===== src/pkg/rrx_pkg.sv =====
// Constants for the return, rotate and exclusive-OR execution block
package rrx_pkg;

  // Instruction word width and operand widths
  localparam int unsigned INSN_W = 14;
  localparam int unsigned DATA_W = 8;
  localparam int unsigned FADR_W = 7;
  localparam int unsigned PC_W   = 13;

  // Opcode patterns
  localparam logic [13:0] RETURN_OP        = 14'h0008;
  localparam logic [5:0]  ROTATE_OP        = 6'h0D;
  localparam logic [5:0]  XOR_FILE_OP      = 6'h06;
  localparam logic [3:0]  RET_LITERAL_OP   = 4'hD;
  localparam logic [5:0]  XOR_LITERAL_OP   = 6'h3A;

  // Field positions
  localparam int unsigned DEST_BIT = 7;

  // Oscillator periods per instruction period
  localparam int unsigned PHASES = 4;

  // Reset values
  localparam logic [7:0]  ACC_RST  = 8'h00;
  localparam logic [12:0] PC_RST   = 13'h0000;

  // Phase counter states, Gray order
  typedef enum logic [1:0]
  {
    RRX_Q1 = 2'b00,
    RRX_Q2 = 2'b01,
    RRX_Q3 = 2'b11,
    RRX_Q4 = 2'b10
  } rrx_phase_t;

endpackage


===== src/hw/rrx_phase_gen.sv =====
// Four-phase instruction period generator
module rrx_phase_gen
(
  input  wire logic            clk_i,
  input  wire logic            rst_i,
  output rrx_pkg::rrx_phase_t  phase_o,
  output logic                 cycle_end_o
);

  rrx_pkg::rrx_phase_t phase_q;

  // One instruction period is four oscillator periods
  always_ff @(posedge clk_i or posedge rst_i)
  begin
    if (rst_i)
      phase_q <= rrx_pkg::RRX_Q1;
    else
    begin
      unique case (phase_q)
        rrx_pkg::RRX_Q1: phase_q <= rrx_pkg::RRX_Q2;
        rrx_pkg::RRX_Q2: phase_q <= rrx_pkg::RRX_Q3;
        rrx_pkg::RRX_Q3: phase_q <= rrx_pkg::RRX_Q4;
        rrx_pkg::RRX_Q4: phase_q <= rrx_pkg::RRX_Q1;
      endcase
    end
  end

  assign phase_o     = phase_q;
  assign cycle_end_o = (phase_q == rrx_pkg::RRX_Q4);

endmodule


===== src/hw/rrx_exec.sv =====
// Execution unit for return, rotate and exclusive-OR instructions
// Timing of one instruction period, counted in clock edges from its start:
//   edges 1 to 3  the phase counter walks Q1, Q2, Q3 and nothing commits
//   edge 4        the word on insn_i executes and all state updates
//   after edge 4  the strobes show for exactly one clock
// The word and the file read data must therefore stand through edge 4.
// A return adds a second period in which the word is ignored; only
// nop_cycle_o pulses at its end, so the fetch side can count periods.
//
// Status bits are not stored here. carry_i and zero_i are the live bits,
// and the flag outputs copy them one clock late unless a word updates
// them; whoever owns the status register may take them at any clock.
//
// Limitations: the stack lives outside and stack_pop_o only tells its
// owner to drop the top entry. Words other than the five handled here
// still take a period and raise insn_taken_o, but never strobe a write,
// a pop or a load. The file read is combinational outside, so the path
// from file_addr_o back to file_rdata_i has three clocks to settle.
// Holding insn_i shorter than a full period is not caught here.
module rrx_exec
(
  // Clock and reset
  input  wire logic        clk_i,
  input  wire logic        rst_i,
  // Instruction word and the operands read for it
  input  wire logic [13:0] insn_i,
  input  wire logic [12:0] stack_top_entry_i,
  input  wire logic [7:0]  file_rdata_i,
  // Live status bits
  input  wire logic        carry_i,
  input  wire logic        zero_i,
  // File register write port
  output logic [6:0]       file_addr_o,
  output logic [7:0]       file_wdata_o,
  output logic             file_we_o,
  // Accumulator and updated status bits
  output logic [7:0]       acc_o,
  output logic             carry_o,
  output logic             zero_o,
  // Program counter load and stack pop
  output logic [12:0]      pc_o,
  output logic             pc_load_o,
  output logic             stack_pop_o,
  // Period markers for the fetch side
  output logic             insn_taken_o,
  output logic             nop_cycle_o
);

  // Phase counter; only its last phase lets anything commit
  rrx_pkg::rrx_phase_t phase;
  logic                cycle_end;

  rrx_phase_gen u_phase
  (
    .clk_i       (clk_i),
    .rst_i       (rst_i),
    .phase_o     (phase),
    .cycle_end_o (cycle_end)
  );

  // Decode
  logic       is_return;
  logic       is_retlit;
  logic       is_rotate;
  logic       is_xor_f;
  logic       is_xor_l;
  logic       dest_file;
  logic [7:0] literal;
  logic [7:0] rot_val;
  logic [7:0] xor_val;
  logic       branch;

  // Full-word match for the plain return; the literal return ignores its
  // two don't-care bits by matching only the top four; the rest use the
  // top six bits; in the file forms bit 7 picks the destination and bits 6:0 the
  // file address. No two of these decodes can be true at once.
  assign is_return = (insn_i == rrx_pkg::RETURN_OP);
  assign is_retlit = (insn_i[13:10] == rrx_pkg::RET_LITERAL_OP);
  assign is_rotate = (insn_i[13:8] == rrx_pkg::ROTATE_OP);
  assign is_xor_f  = (insn_i[13:8] == rrx_pkg::XOR_FILE_OP);
  assign is_xor_l  = (insn_i[13:8] == rrx_pkg::XOR_LITERAL_OP);
  assign dest_file = insn_i[rrx_pkg::DEST_BIT];
  assign literal   = insn_i[7:0];
  assign branch    = is_return | is_retlit;

  // Old carry enters bit 0; old bit 7 leaves as the new carry
  assign rot_val = {file_rdata_i[6:0], carry_i};
  // One XOR serves both forms; only the second operand differs
  assign xor_val = is_xor_l ? (acc_o ^ literal) : (acc_o ^ file_rdata_i);

  // Second period of a branch runs as a no-op; the word is not executed
  logic nop_q;
  logic exec;
  // The one edge per period at which state may change
  assign exec = cycle_end & ~nop_q;

  // Armed by an executed return, cleared by the idle period that follows
  always_ff @(posedge clk_i or posedge rst_i)
  begin
    if (rst_i)
      nop_q <= 1'b0;
    else if (cycle_end)
      nop_q <= exec & branch;
  end

  // One-clock mark of every executed word
  always_ff @(posedge clk_i or posedge rst_i)
  begin
    if (rst_i)
      insn_taken_o <= 1'b0;
    else
      insn_taken_o <= exec;
  end

  // One-clock mark of the idle period after a return
  always_ff @(posedge clk_i or posedge rst_i)
  begin
    if (rst_i)
      nop_cycle_o <= 1'b0;
    else
      nop_cycle_o <= cycle_end & nop_q;
  end

  // Accumulator writes happen once per period, at its last phase.
  // The decodes are exclusive, so the branch order sets no priority.
  always_ff @(posedge clk_i or posedge rst_i)
  begin
    if (rst_i)
      acc_o <= rrx_pkg::ACC_RST;
    else if (exec)
    begin
      if (is_retlit)
        acc_o <= literal;
      else if (is_rotate && !dest_file)
        acc_o <= rot_val;
      else if ((is_xor_f && !dest_file) || is_xor_l)
        acc_o <= xor_val;
    end
  end

  // Write strobe only for file-destined rotate and file XOR; with the
  // accumulator as destination the source register is left intact
  always_ff @(posedge clk_i or posedge rst_i)
  begin
    if (rst_i)
      file_we_o <= 1'b0;
    else
      file_we_o <= exec & dest_file & (is_rotate | is_xor_f);
  end

  // Write data is latched on every executed word; only the strobe says
  // that it is meant for the file
  always_ff @(posedge clk_i or posedge rst_i)
  begin
    if (rst_i)
      file_wdata_o <= 8'h00;
    else if (exec)
      file_wdata_o <= is_rotate ? rot_val : xor_val;
  end

  // Address follows the instruction so the file read is combinationally fed
  always_ff @(posedge clk_i or posedge rst_i)
  begin
    if (rst_i)
      file_addr_o <= 7'h00;
    else
      file_addr_o <= insn_i[6:0];
  end

  // Carry changes only on a rotate; otherwise it mirrors the live bit
  always_ff @(posedge clk_i or posedge rst_i)
  begin
    if (rst_i)
      carry_o <= 1'b0;
    else if (exec && is_rotate)
      carry_o <= file_rdata_i[7];
    else
      carry_o <= carry_i;
  end

  // Zero changes only on an XOR; returns and rotates pass it through
  always_ff @(posedge clk_i or posedge rst_i)
  begin
    if (rst_i)
      zero_o <= 1'b0;
    else if (exec && (is_xor_f || is_xor_l))
      zero_o <= (xor_val == 8'h00);
    else
      zero_o <= zero_i;
  end

  // PC value taken from the stack top on the first period of a return
  always_ff @(posedge clk_i or posedge rst_i)
  begin
    if (rst_i)
      pc_o <= rrx_pkg::PC_RST;
    else if (exec && branch)
      pc_o <= stack_top_entry_i;
  end

  // Load and pop strobes stay paired so the stack and PC never disagree
  always_ff @(posedge clk_i or posedge rst_i)
  begin
    if (rst_i)
    begin
      pc_load_o   <= 1'b0;
      stack_pop_o <= 1'b0;
    end
    else
    begin
      pc_load_o   <= exec & branch;
      stack_pop_o <= exec & branch;
    end
  end

endmodule


===== config.mk =====
export PLATFORM = sky130hd
export DESIGN_NAME = rrx_exec
export DESIGN_NICKNAME = d
export VERILOG_FILES = /design/src/pkg/rrx_pkg.sv /design/src/hw/rrx_phase_gen.sv /design/src/hw/rrx_exec.sv
export SDC_FILE = /design/constraint.sdc
export NUM_CORES = 1
export LEC_CHECK = 0
export BUFFER_PORTS_ARGS = -buffer_cell sky130_fd_sc_hd__buf_4
export CAP_MARGIN = 15
export CELL_PAD_IN_SITES_DETAIL_PLACEMENT = 1
export CELL_PAD_IN_SITES_GLOBAL_PLACEMENT = 2
export CORE_ASPECT_RATIO = 0.9
export CORE_UTILIZATION = 33
export CTS_BUF_LIST = sky130_fd_sc_hd__clkbuf_2 sky130_fd_sc_hd__clkbuf_4 sky130_fd_sc_hd__clkbuf_8
export DETAILED_ROUTE_END_ITERATION = 8
export PLACE_DENSITY = 0.86
export SLEW_MARGIN = 25
export SYNTH_ARGS = -nofsm -noshare
export SYNTH_HDL_FRONTEND = slang
export SYNTH_SLANG_ARGS = --single-unit

===== constraint.sdc =====
create_clock -name clk_i -period 2.82 [get_ports clk_i]
set_input_delay 0.141 -clock clk_i [delete_from_list [all_inputs] [get_ports clk_i]]
set_output_delay 0.141 -clock clk_i [all_outputs]
set_load 0.02 [all_outputs]

Word-level counts from Yosys, hierarchy flattened. Index checks and enable logic that the tools add are counted.

Flip-flop bits (word level): 45. Latch bits: 0. RAM bits: 0. Bits in read-only memories: 0. Input bits: 39. Output and inout bits: 43. Logic and storage cells: 50. Memories kept: 0.

$add $sub $neg: 0. $mul: 0. Divide/modulo/power cells: 0. Magnitude comparators: 0. Equality and inequality tests: 8. Shift operators: 0. Muxes and demuxes: 8. Bitwise operators: 10. Reductions and logical operators: 12.

Operators with widths (count): $mux W8 (5); $xor A8 B8 Y8 (2); $eq A14 B4 Y1 const B (1); $logic_not A8 Y1 (1); $pmux W2 S4 (1); $eq A6 B3 Y1 const B (1); $eq A6 B4 Y1 const B (1); $eq A6 B6 Y1 const B (1); $and A1 B1 Y1 (5); $logic_and A1 B1 Y1 (5); $eq A2 B2 Y1 const B (2); $eq A4 B4 Y1 const B (1); $reduce_bool A3 Y1 (1); $eq A2 B1 Y1 const B (1); $logic_not A2 Y1 (1); $logic_or A1 B1 Y1 (2); $mux W1 (2); $or A1 B1 Y1 (2); $reduce_and A2 Y1 (1); $logic_not A1 Y1 (1); $not A1 Y1 (1).

Longest topological paths before layout. Gate-level depths: netlist of the first run.

Depth after elaboration: 6. Depth in mapped cells: 7. Mapped depth without buffers: 5.

Modules after synthesis. Synthesis of the first run repeated with hierarchy kept, for this count alone.

Cells, all modules: 228. Area total of the unflattened synthesis: 2411.1 µm².

By module, submodules not included: rrx_exec (instances 1, cells an instance 222, area each 2343.5 µm², seq. area each 1076.0 µm²); rrx_phase_gen (instances 1, cells an instance 6, area each 67.6 µm², seq. area each 50.0 µm²).

Least setup slack after synthesis of the first run. OpenSTA, ideal clock, no wires.

Path type: in2reg. Start: in insn_i[11]. End: reg pc_o[0]. Setup time: 0.125 ns. Arrival: 1.664 ns. Data required time: 2.695 ns. Path slack: 1.031 ns. Stages: 7. Buffers on the path: 2. Cells stage by stage: buf_2 -> or4_1 -> nor3_1 -> a31oi_1 -> nor3_4 -> buf_6 -> mux2_2.

Cells in the longest elaborated chain, start to end: 3. Elaborated cells between the ends (all ways): 4. Classes of those cells: 2 x eq/ne; 1 x bitwise; 1 x reduce/logical.

RTL lines: from (decl) (RTL line rrx_exec.sv:26) `input wire logic [13:0] insn_i,`; $eq A14 B4 Y1 or $eq A4 B4 Y1 (tied branches) (RTL line rrx_exec.sv:77, rrx_exec.sv:78); $or A1 B1 Y1 * (RTL line rrx_exec.sv:84) `assign branch = is_return | is_retlit;`; $logic_and A1 B1 Y1 * (RTL line rrx_exec.sv:197) `else if (exec && branch)`; to (signal assigned) (RTL line rrx_exec.sv:196) `pc_o <= rrx_pkg::PC_RST;`; to (signal assigned) (RTL line rrx_exec.sv:198) `pc_o <= stack_top_entry_i;`; to (decl) (RTL line rrx_exec.sv:41) `output logic [12:0] pc_o,`.

Every way passes the cells marked *; elsewhere a longest branch is shown, timed or not. A chain may end at the register's enable or synchronous reset.

Worst setup path after layout of the first run.
Start: in insn_i[4]. End: reg pc_o[7].

Cells in the longest elaborated chain, start to end: 3.

RTL lines: $eq A14 B4 Y1 (RTL line rrx_exec.sv:77) `assign is_return = (insn_i == rrx_pkg::RETURN_OP);`; $or A1 B1 Y1 (RTL line rrx_exec.sv:84); $logic_and A1 B1 Y1 (RTL line rrx_exec.sv:197).

Every way passes these cells.

==> results of run 1 <==
==> synthesized netlist by cell type (2+ instances only) <==
| cell | count | area (um2) |
|---|---|---|
| buf_6 | 2 | 22.5 |
| and4_1 | 7 | 61.3 |
| dfrtp_1 | 45 | 1130 |
| a211oi_1 | 16 | 120 |
| nor2_1 | 18 | 67.6 |
| nand2b_1 | 2 | 12.5 |
| mux2_2 | 14 | 158 |
| a21oi_1 | 17 | 85.1 |
| buf_2 | 4 | 20.0 |
| o21ai_0 | 9 | 45.0 |
| and4b_1 | 2 | 20.0 |
| nand2_1 | 18 | 67.6 |
| and2_1 | 7 | 43.8 |
| or4_1 | 3 | 22.5 |
| clkbuf_1 | 7 | 26.3 |
| nand4b_1 | 2 | 17.5 |
| mux2i_1 | 8 | 80.1 |
| o31ai_1 | 9 | 67.6 |
| a31oi_1 | 8 | 50.1 |
| inv_1 | 3 | 11.3 |
| nor2b_1 | 4 | 25.0 |
==> power groups by stage <==
stage	sequential, uW	clock [uW]	combinational [uW]
2_1_floorplan	916	0	191
3_3_place_gp	814	0	545
3_5_place_dp	819	0	553
4_1_cts	807	524	562
5_1_grt	820	547	610
6_report	806	511	559
==> timing repair <==
item / CTS / global route
setup endpoints to repair: 0 / 0
hold buffers: 7 / 0
gates resized for setup: 0 / 0
hold endpoints to repair: 7 / 0
==> state kept, by name, indices dropped and copies added, names as in the netlist <==
| signal | flops |
|---|---|
| pc_o | 13 |
| u_phase.phase_o | 2 |
| carry_o | 1 |
| zero_o | 1 |
| acc_o | 8 |
| stack_pop_o | 1 |
| file_wdata_o | 8 |
| file_we_o | 1 |
| nop_q | 1 |
| insn_taken_o | 1 |
| nop_cycle_o | 1 |
| file_addr_o | 7 |
==> stage by stage <==
stage	worst slack, ns	cells	area (um2)
after CTS	0.498	399	3150
after detailed placement	0.542	384	2960
after global placement	0.591	384	2960
after global routing	0.375	399	3160
final	0.514	399	3160
after floorplan	1.03	223	2290
==> cells by family (layout without fill, tap and decap cells) <==
family | count (synthesis) | after routing | share of synthesized area
simple gates | 76 | 76 | 0.193
flops | 45 | 45 | 0.493
mux | 22 | 22 | 0.104
compound gates | 63 | 63 | 0.172
buf+inv | 17 | 103 | 0.0383
==> worst min path at each step <==
stage	startpoint	endpoint	slack [ns]	depth (start not counted)
5_1_grt	rst_i	carry_o	0.03	2
4_1_cts	zero_i	zero_o	0.05	3
6_report	rst_i	pc_o[6]	-0.04	2
3_5_place_dp	insn_i[3]	file_addr_o[3]	0.28	1
3_3_place_gp	insn_i[3]	file_addr_o[3]	0.28	1
2_1_floorplan	insn_i[0]	file_addr_o[0]	0.17	0
==> per-layer routing <==
metal	up-vias	track usage	part of all wire
met5	-	0	0
met1	992	0.263	0.47
li1	1001	-	-
met4	0	0.0443	0.0079
met3	5	0.0365	0.051
met2	60	0.311	0.47
==> area by class of cell <==
class                   count  area [um2]  area share
flip-flops and latches     45        1130       0.357
well taps                  90         113      0.0357
multi-input cells         161        1080       0.341
clock buffers               6        82.6      0.0262
clock inverters             2        37.5      0.0119
inverters                   3        12.5     0.00397
repair buffers             92         708       0.224
==> flow_metrics.env, run 1 <==
export IMPL_ys_flop_type="dfrtp_1"
export IMPL_crit_fanout=15
export IMPL_clock_fmax_mhz=434
export IMPL_antennaDiodeCount=0
export IMPL_ios=82
export IMPL_postCtsSetupRepairBufs=0
export IMPL_first_pass_iters=4
export IMPL_total_power_uw=1880
export IMPL_clk_pin_slew_ns=0.08
export IMPL_syn2layout_area_growth_pct=38.0
export IMPL_syn_avg_cell_area_um2=10.3
export IMPL_numCtsBuffers=5
export IMPL_mostFrequentLayoutCells="buf_4 (85), dfrtp_1 (45), nor2_1 (18), nand2_1 (18), a21oi_1 (17)"
export IMPL_final_util=0.477
export IMPL_synth_edf_count=0
export IMPL_mostFrequentLayoutCell="buf_4"
export IMPL_gp_congestion=0.779
export IMPL_timing_rr_start="u_phase.phase_o[0]"
export IMPL_die_w_um=89.7
export IMPL_crit_path_top_delay_cell="nor3_4"
export IMPL_wl_mm=6.49
export IMPL_finalHoldViolations=45
export IMPL_grt_max_degree=46
export IMPL_critical_path_class="input port to register"
export IMPL_worstSkewPairLatency_ns=0.30
export IMPL_p_leak_uw=0.00142
export IMPL_dieArea_mm2=0.00726
export IMPL_drive_gt1_frac=0.366
export IMPL_cts_tree="done"
export IMPL_slew_violations=0
export IMPL_crit_path_end="pc_o[7]"
export IMPL_endpoint_kind="register"
export IMPL_critPathBufInv=2
export IMPL_vdd_ir_drop_max_uv=256
export IMPL_synth_fp_nets=262
export IMPL_slowest_delay_ns=0.58
export IMPL_failed_checks="hold timing"
export IMPL_setup_viol_count_final=0
export IMPL_p_sw_frac=0.319
export IMPL_grt_usage=0.190
export IMPL_worstRegToRegCells=3
export IMPL_fp_dieH_um=81.0
export IMPL_antenna_found_initial=0
export IMPL_cp_data_required_time_ns=3.00
export IMPL_drc_errors=0
export IMPL_clock_power_share=0.272
export IMPL_tns_ns=0
export IMPL_layout_nets=347
export IMPL_clkSinkCount=45
export IMPL_overflow=0
export IMPL_worst_hold_slack_ns=-0.0364
export IMPL_fin_crit_sh=0.818
export IMPL_maxSlewHeadroom=0.473
export IMPL_first_iter_violations=181
export IMPL_ant_nets=0
export IMPL_combPwrFrac=0.298
export IMPL_worstReg2RegEnd="pc_o[7]"
export IMPL_avgRoutedWirePerCell_um=16.3
export IMPL_fill_cells=744
export IMPL_clock_path_buffers=2
export IMPL_hold_path_class="input port to async pin"
export IMPL_htreeDepth=2
export IMPL_vias=2058
export IMPL_p_sw_uw=598
export IMPL_crit_family="simple AND/OR/NAND/NOR gates"
export IMPL_cp_depth=6
export IMPL_powerDensity_mw_per_mm2=594
export IMPL_seq_area_frac_synth=0.493
export IMPL_grt_pass1_wl_mm=10.9
export IMPL_avgViaCountPerCell=5.16
export IMPL_r2r_slack_ns=1.06
export IMPL_grt_pass1_vias=2075
export IMPL_rsz0062_at_grt="no"
export IMPL_dp_hpwl_mm=4.74
export IMPL_power_internal_uw=1280
export IMPL_critical_path_cell_chain="dlygate4sd3_1 > buf_4 > nor4b_1 > a31oi_1 > nor3_4 > mux2_2"
export IMPL_synth_seq_cells=45
export IMPL_arrival_ns=2.49
export IMPL_initial_core_util=0.345
export IMPL_rows=28
export IMPL_synth_area_mm2=0.00229
export IMPL_yosys_warnings=0
export IMPL_fin_skew_ns=0.00499
export IMPL_core_region_area_mm2=0.00662
export IMPL_power_share_sequential=0.430
export IMPL_max_cap_viol_count=0
export IMPL_fin_crit_ns=2.31
export IMPL_synthesis_instances=223
export IMPL_worst_pin_slew_ns=0.790
export IMPL_status="finished, violations left"
export IMPL_io_buffer_count=81
export IMPL_cts_root_buf="clkbuf_8"
export IMPL_ys_types=39
export IMPL_async_reset_ff_frac=1.00
export IMPL_crit_path_start_kind="input port"
export IMPL_critPathLaunch="insn_i[4]"
Power figures use the tool's default switching activity.
==> run 2, diff against run 1 <==
--- a/config.mk
+++ b/config.mk
@@ -10,10 +10,10 @@
 export CELL_PAD_IN_SITES_DETAIL_PLACEMENT = 1
 export CELL_PAD_IN_SITES_GLOBAL_PLACEMENT = 2
 export CORE_ASPECT_RATIO = 0.9
-export CORE_UTILIZATION = 33
+export CORE_UTILIZATION = 31
 export CTS_BUF_LIST = sky130_fd_sc_hd__clkbuf_2 sky130_fd_sc_hd__clkbuf_4 sky130_fd_sc_hd__clkbuf_8
 export DETAILED_ROUTE_END_ITERATION = 8
-export PLACE_DENSITY = 0.86
+export PLACE_DENSITY = 0.82
 export SLEW_MARGIN = 25
 export SYNTH_ARGS = -nofsm -noshare
 export SYNTH_HDL_FRONTEND = slang
==> constraint.sdc (replaced) <==
create_clock -name clk_i -period 2.2 [get_ports clk_i]
set_input_delay 0.11 -clock clk_i [delete_from_list [all_inputs] [get_ports clk_i]]
set_output_delay 0.11 -clock clk_i [all_outputs]
set_load 0.02 [all_outputs]
==> run 2 against run 1 <==
Against the previous run:
- the flow now finishes without violations
- non-clock buffer count up 10
- flip-flop and latch count unchanged
- critical path depth up 1
- combinational power up 31%
- clock skew up 0.00071 ns
- hold slack better by 0.059 ns
- final area up 2.8%
- die area up 6.3%
- largest cell class unchanged
==> flow_metrics.env, run 2 (synthesis gave the netlist of run 1 again) <==
export IMPL_finalHoldViolations=0
export IMPL_crit_fanout=15
export IMPL_clock_power_share=0.268
export IMPL_endpoint_kind="register"
export IMPL_reg_top3="pc_o x13, acc_o x8, file_wdata_o x8"
export IMPL_slowest_delay_ns=0.53
export IMPL_crit_path_start_kind="input port"
export IMPL_p_leak_uw=0.00147
export IMPL_vias=2083
export IMPL_grt_pass1_wl_mm=10.8
export IMPL_fin_skew_ns=0.00570
export IMPL_hold_buffers=8
export IMPL_first_pass_iters=4
export IMPL_avgRoutedWirePerCell_um=15.8
export IMPL_arrival_ns=2.17
export IMPL_cts_root_buf="clkbuf_8"
export IMPL_slew_violations=0
export IMPL_worstSkewPairLatency_ns=0.30
export IMPL_setup_viol_count_final=0
export IMPL_first_iter_violations=94
export IMPL_postCtsSetupRepairBufs=0
export IMPL_gp_congestion=0.818
export IMPL_clk_pin_slew_ns=0.08
export IMPL_status="finished clean"
export IMPL_fin_crit_sh=0.900
export IMPL_rows=29
export IMPL_largest_reg_flops=13
export IMPL_grt_pass1_vias=2086
export IMPL_dieArea_mm2=0.00772
export IMPL_postLayoutCellArea_mm2=0.00324
export IMPL_cts_resized=0
export IMPL_worst_pin_slew_ns=0.689
export IMPL_initial_core_util=0.323
export IMPL_crit_path_top_delay_cell="dlygate4sd3_1"
export IMPL_r2r_slack_ns=0.56
export IMPL_critical_path_cell_chain="dlygate4sd3_1 > buf_4 > nor4b_1 > a31oi_1 > nor3_4 > buf_12 > mux2_2"
export IMPL_fill_cells=829
export IMPL_overflow=0
export IMPL_cts_tree="done"
export IMPL_max_cap_viol_count=0
export IMPL_regMostFlops="pc_o"
export IMPL_stdcell_count=412
export IMPL_crit_family="buffers and inverters"
export IMPL_htreeDepth=2
export IMPL_drive_gt1_frac=0.382
export IMPL_avgViaCountPerCell=5.06
export IMPL_drc_errors=0
export IMPL_critPathBufInv=3
export IMPL_wl_mm=6.52
export IMPL_grt_usage=0.178
export IMPL_antennaDiodeCount=0
export IMPL_place_area_mm2=0.00305
export IMPL_fin_crit_ns=1.98
export IMPL_critical_path_class="input port to register"
export IMPL_power_internal_uw=1630
export IMPL_p_sw_uw=768
export IMPL_maxSlewHeadroom=0.540
export IMPL_mostFrequentLayoutCells="buf_4 (93), dfrtp_1 (45), nor2_1 (18), nand2_1 (18), a21oi_1 (17)"
export IMPL_dp_hpwl_mm=4.78
export IMPL_powerDensity_mw_per_mm2=740
export IMPL_hold_path_class="input port to register"
export IMPL_tns_ns=0
export IMPL_die_w_um=92.5
export IMPL_ant_nets=0
export IMPL_layout_nets=357
export IMPL_vdd_ir_drop_max_uv=291
export IMPL_io_buffer_count=81
export IMPL_rsz0062_at_grt="no"
export IMPL_dp_cells=396
export IMPL_clock_path_buffers=2
export IMPL_syn2layout_area_growth_pct=41.9
export IMPL_p_sw_frac=0.320
export IMPL_numCtsBuffers=5
export IMPL_clkSinkCount=45
export IMPL_core_region_area_mm2=0.00708
export IMPL_mostFrequentLayoutCell="buf_4"
export IMPL_antenna_found_initial=0
export IMPL_ios=82
export IMPL_combPwrFrac=0.304
export IMPL_power_share_sequential=0.428
export IMPL_cp_data_required_time_ns=2.39
export IMPL_fp_dieH_um=83.5
export IMPL_grt_max_degree=46
export IMPL_clock_fmax_mhz=505
==> run 2: cell types whose count changed in the layout (fill, tap and decap cells not counted) <==
cell / previous run / this run
buf_12: 0 / 1
buf_4: 85 / 93
clkbuf_4: 0 / 1
clkbuf_8: 6 / 5
clkinv_2: 1 / 0
clkinv_4: 0 / 1
clkinvlp_4: 1 / 0
dlygate4sd3_1: 7 / 8
inv_2: 0 / 1
==> run 2: layout make-up <==
| cell class | count | area [um2] | area share |
|---|---|---|---|
| clock buffers | 6 | 76.3 | 0.0235 |
| multi-input cells | 161 | 1080 | 0.332 |
| repair buffers | 102 | 798 | 0.246 |
| inverters | 3 | 11.3 | 0.00347 |
| well taps | 93 | 116 | 0.0359 |
| clock inverters | 2 | 38.8 | 0.0120 |
| flip-flops and latches | 45 | 1130 | 0.347 |
==> run 2: path summary, 6_finish.rpt <==
kind | startpoint | to | depth (start not counted)
max in group asynchronous | rst_i | file_we_o | 4
setup reg to reg | acc_o[1] | zero_o | 4
hold reg to reg | u_phase.phase_o[0] | u_phase.phase_o[1] | 0
min in group asynchronous | rst_i | file_wdata_o[1] | 4
setup / recovery | insn_i[5] | pc_o[1] | 7
hold / removal | zero_i | zero_o | 3
==> run 2: metal layers <==
| layer | GRT usage | share of wire |
|---|---|---|
| met5 | 0 | 0 |
| met4 | 0.0426 | 0.0089 |
| met3 | 0.0346 | 0.052 |
| met2 | 0.294 | 0.46 |
| met1 | 0.239 | 0.48 |
==> run 2: per-stage QoR <==
stage / power, uW / hold slack, ns / util / setup WS (ns)
global route: 2540 / 0.0292 / 0.458 / 0.108
finish: 2400 / 0.0229 / 0.458 / 0.220
global placement: 1760 / 0.256 / 0.430 / 0.149
CTS: 2430 / 0.0184 / 0.458 / 0.223
detailed placement: 1770 / 0.257 / 0.431 / 0.0824
floorplan: 1420 / 0.141 / - / 0.442
==> run 2: worst register-to-register path: stages, from the launching register on <==
cell      delay [ns]
dfrtp_1         0.44
a31oi_1         0.20
a211oi_1        0.15
or4_1           0.52
o31ai_1         0.23
==> run 2: power by group through the flow <==
stage / registers, uW / logic [uW] / clock network [uW]
2_1_floorplan: 1170 / 245 / 0
3_3_place_gp: 1040 / 714 / 0
3_5_place_dp: 1050 / 727 / 0
4_1_cts: 1030 / 741 / 664
5_1_grt: 1050 / 797 / 695
6_report: 1030 / 731 / 643
==> run 3, diff against run 2 <==
--- a/config.mk
+++ b/config.mk
@@ -10,6 +10,7 @@
 export CELL_PAD_IN_SITES_DETAIL_PLACEMENT = 1
 export CELL_PAD_IN_SITES_GLOBAL_PLACEMENT = 2
 export CORE_ASPECT_RATIO = 0.9
+export CORE_MARGIN = 2
 export CORE_UTILIZATION = 31
 export CTS_BUF_LIST = sky130_fd_sc_hd__clkbuf_2 sky130_fd_sc_hd__clkbuf_4 sky130_fd_sc_hd__clkbuf_8
 export DETAILED_ROUTE_END_ITERATION = 8
==> run 3 against run 2 <==
Against the previous run:
- register-to-register slack got worse by 0.11 ns
- setup slack worse by 0.035 ns
- clock power fell by 16%
- critical path depth is the same
- via count increased by 3.1%
- total power shrank 4.0%
- cell count unchanged
- critical path type unchanged
==> flow_metrics.env, run 3 (synthesis gave the netlist of run 1 again) <==
export IMPL_fin_skew_ns=0.0112
export IMPL_hold_buffers=8
export IMPL_initial_core_util=0.321
export IMPL_multi_input_area_mm2=0.00108
export IMPL_setup_viol_count_final=0
export IMPL_status="finished clean"
export IMPL_htreeDepth=2
export IMPL_final_util=0.453
export IMPL_clkSinkCount=45
export IMPL_drive_gt1_frac=0.382
export IMPL_combPwrFrac=0.320
export IMPL_regMostFlops="pc_o"
export IMPL_largest_reg_flops=13
export IMPL_gp_congestion=0.828
export IMPL_grt_max_degree=22
export IMPL_p_sw_frac=0.345
export IMPL_fin_ws_ns=0.185
export IMPL_postLayoutCellArea_mm2=0.00322
export IMPL_power_share_sequential=0.447
export IMPL_arrival_ns=2.20
export IMPL_maxSlewHeadroom=0.547
export IMPL_regArea_mm2=0.00113
export IMPL_layout_nets=357
export IMPL_fin_crit_sh=0.916
export IMPL_avgRoutedWirePerCell_um=17.3
export IMPL_vias=2148
export IMPL_slew_violations=0
export IMPL_mostFrequentLayoutCells="buf_4 (93), dfrtp_1 (45), nor2_1 (18), nand2_1 (18), a21oi_1 (17)"
export IMPL_dp_hpwl_mm=5.41
export IMPL_ios=82
export IMPL_first_iter_violations=62
export IMPL_worstRegToRegCells=4
export IMPL_clock_fmax_mhz=496
export IMPL_fill_cells=833
export IMPL_antenna_found_initial=0
export IMPL_cp_data_required_time_ns=2.38
export IMPL_antennaDiodeCount=0
export IMPL_numCtsBuffers=5
export IMPL_hold_path_class="input port to register"
export IMPL_fin_crit_ns=2.02
export IMPL_mostFrequentLayoutCell="buf_4"
export IMPL_dp_slack_ns=0.0362
export IMPL_hold_depth=3
export IMPL_postCtsSetupRepairBufs=0
export IMPL_critical_path_class="input port to register"
export IMPL_die_w_um=94.5
export IMPL_tns_ns=0
export IMPL_finalHoldViolations=0
export IMPL_p_sw_uw=796
export IMPL_clock_path_buffers=2
export IMPL_total_power_uw=2300
export IMPL_rsz0062_at_grt="no"
export IMPL_io_buffer_count=81
export IMPL_worst_pin_slew_ns=0.680
export IMPL_avgViaCountPerCell=5.21
export IMPL_cts_resized=0
export IMPL_vdd_ir_drop_max_uv=344
export IMPL_clock_power_share=0.234
export IMPL_place_area_mm2=0.00305
export IMPL_endpoint_kind="register"
export IMPL_power_internal_uw=1510
export IMPL_first_pass_iters=5
export IMPL_powerDensity_mw_per_mm2=715
export IMPL_cts_tree="done"
export IMPL_grt_pass1_vias=2166
export IMPL_grt_pass1_wl_mm=11.3
export IMPL_crit_fanout=15
export IMPL_grt_usage=0.182
export IMPL_p_leak_uw=0.00146
export IMPL_worstSkewPairLatency_ns=0.30
export IMPL_overflow=0
export IMPL_drc_errors=0
export IMPL_rows=29
export IMPL_dieArea_mm2=0.00808
export IMPL_max_cap_viol_count=0
export IMPL_crit_path_start_kind="input port"
export IMPL_ant_nets=0
export IMPL_syn2layout_area_growth_pct=40.9
export IMPL_core_region_area_mm2=0.00711
export IMPL_wl_mm=7.13
export IMPL_clk_pin_slew_ns=0.09
export IMPL_fp_dieH_um=85.5
export IMPL_reg_top3="pc_o x13, acc_o x8, file_wdata_o x8"
export IMPL_cts_root_buf="clkbuf_8"
==> run 3: layout make-up <==
cell class | count | share of cell area
Sequential cell | 45 | 0.350
Multi-Input combinational cell | 161 | 0.334
Timing Repair Buffer | 102 | 0.248
Tap cell | 93 | 0.0361
Clock buffer | 5 | 0.0214
Clock inverter | 3 | 0.00777
Inverter | 3 | 0.00350
==> run 3: power by group through the flow <==
stage / registers [uW] / logic (uW) / clock network, uW
after global routing: 1050 / 802 / 601
after detailed placement: 1050 / 735 / 0
after global placement: 1040 / 716 / 0
after floorplan: 1170 / 245 / 0
after CTS: 1030 / 748 / 566
final: 1030 / 737 / 538
==> run 3: worst max-delay path, stage by stage <==
cell,delay [ns]
dlygate4sd3_1,0.53
buf_4,0.16
nor4b_1,0.45
a31oi_1,0.24
nor3_4,0.20
buf_12,0.17
mux2_2,0.34
==> run 3: through the flow <==
stage / std cells / hold WS, ns
after floorplan: 223 / 0.141
after global placement: 396 / 0.0689
after detailed placement: 396 / 0.0759
after CTS: 412 / 0.0142
after global routing: 412 / 0.0146
final: 412 / 0.0282
==> run 3: path summary, 6_finish.rpt <==
kind,start,slack (ns),end
setup reg to reg,u_phase.phase_o[0],0.45,acc_o[3]
hold reg to reg,u_phase.phase_o[0],0.38,u_phase.phase_o[1]
min in group asynchronous,rst_i,0.29,acc_o[1]
setup / recovery,insn_i[5],0.18,pc_o[0]
hold / removal,zero_i,0.03,zero_o
max in group asynchronous,rst_i,1.37,acc_o[6]
==> run 3: layer usage <==
metal / track usage / share of wire / vias to the layer above
met5: 0 / 0 / -
met4: 0.0395 / 0.0079 / 0
met3: 0.0435 / 0.060 / 4
met2: 0.314 / 0.49 / 73
met1: 0.231 / 0.45 / 1058
li1: - / - / 1013
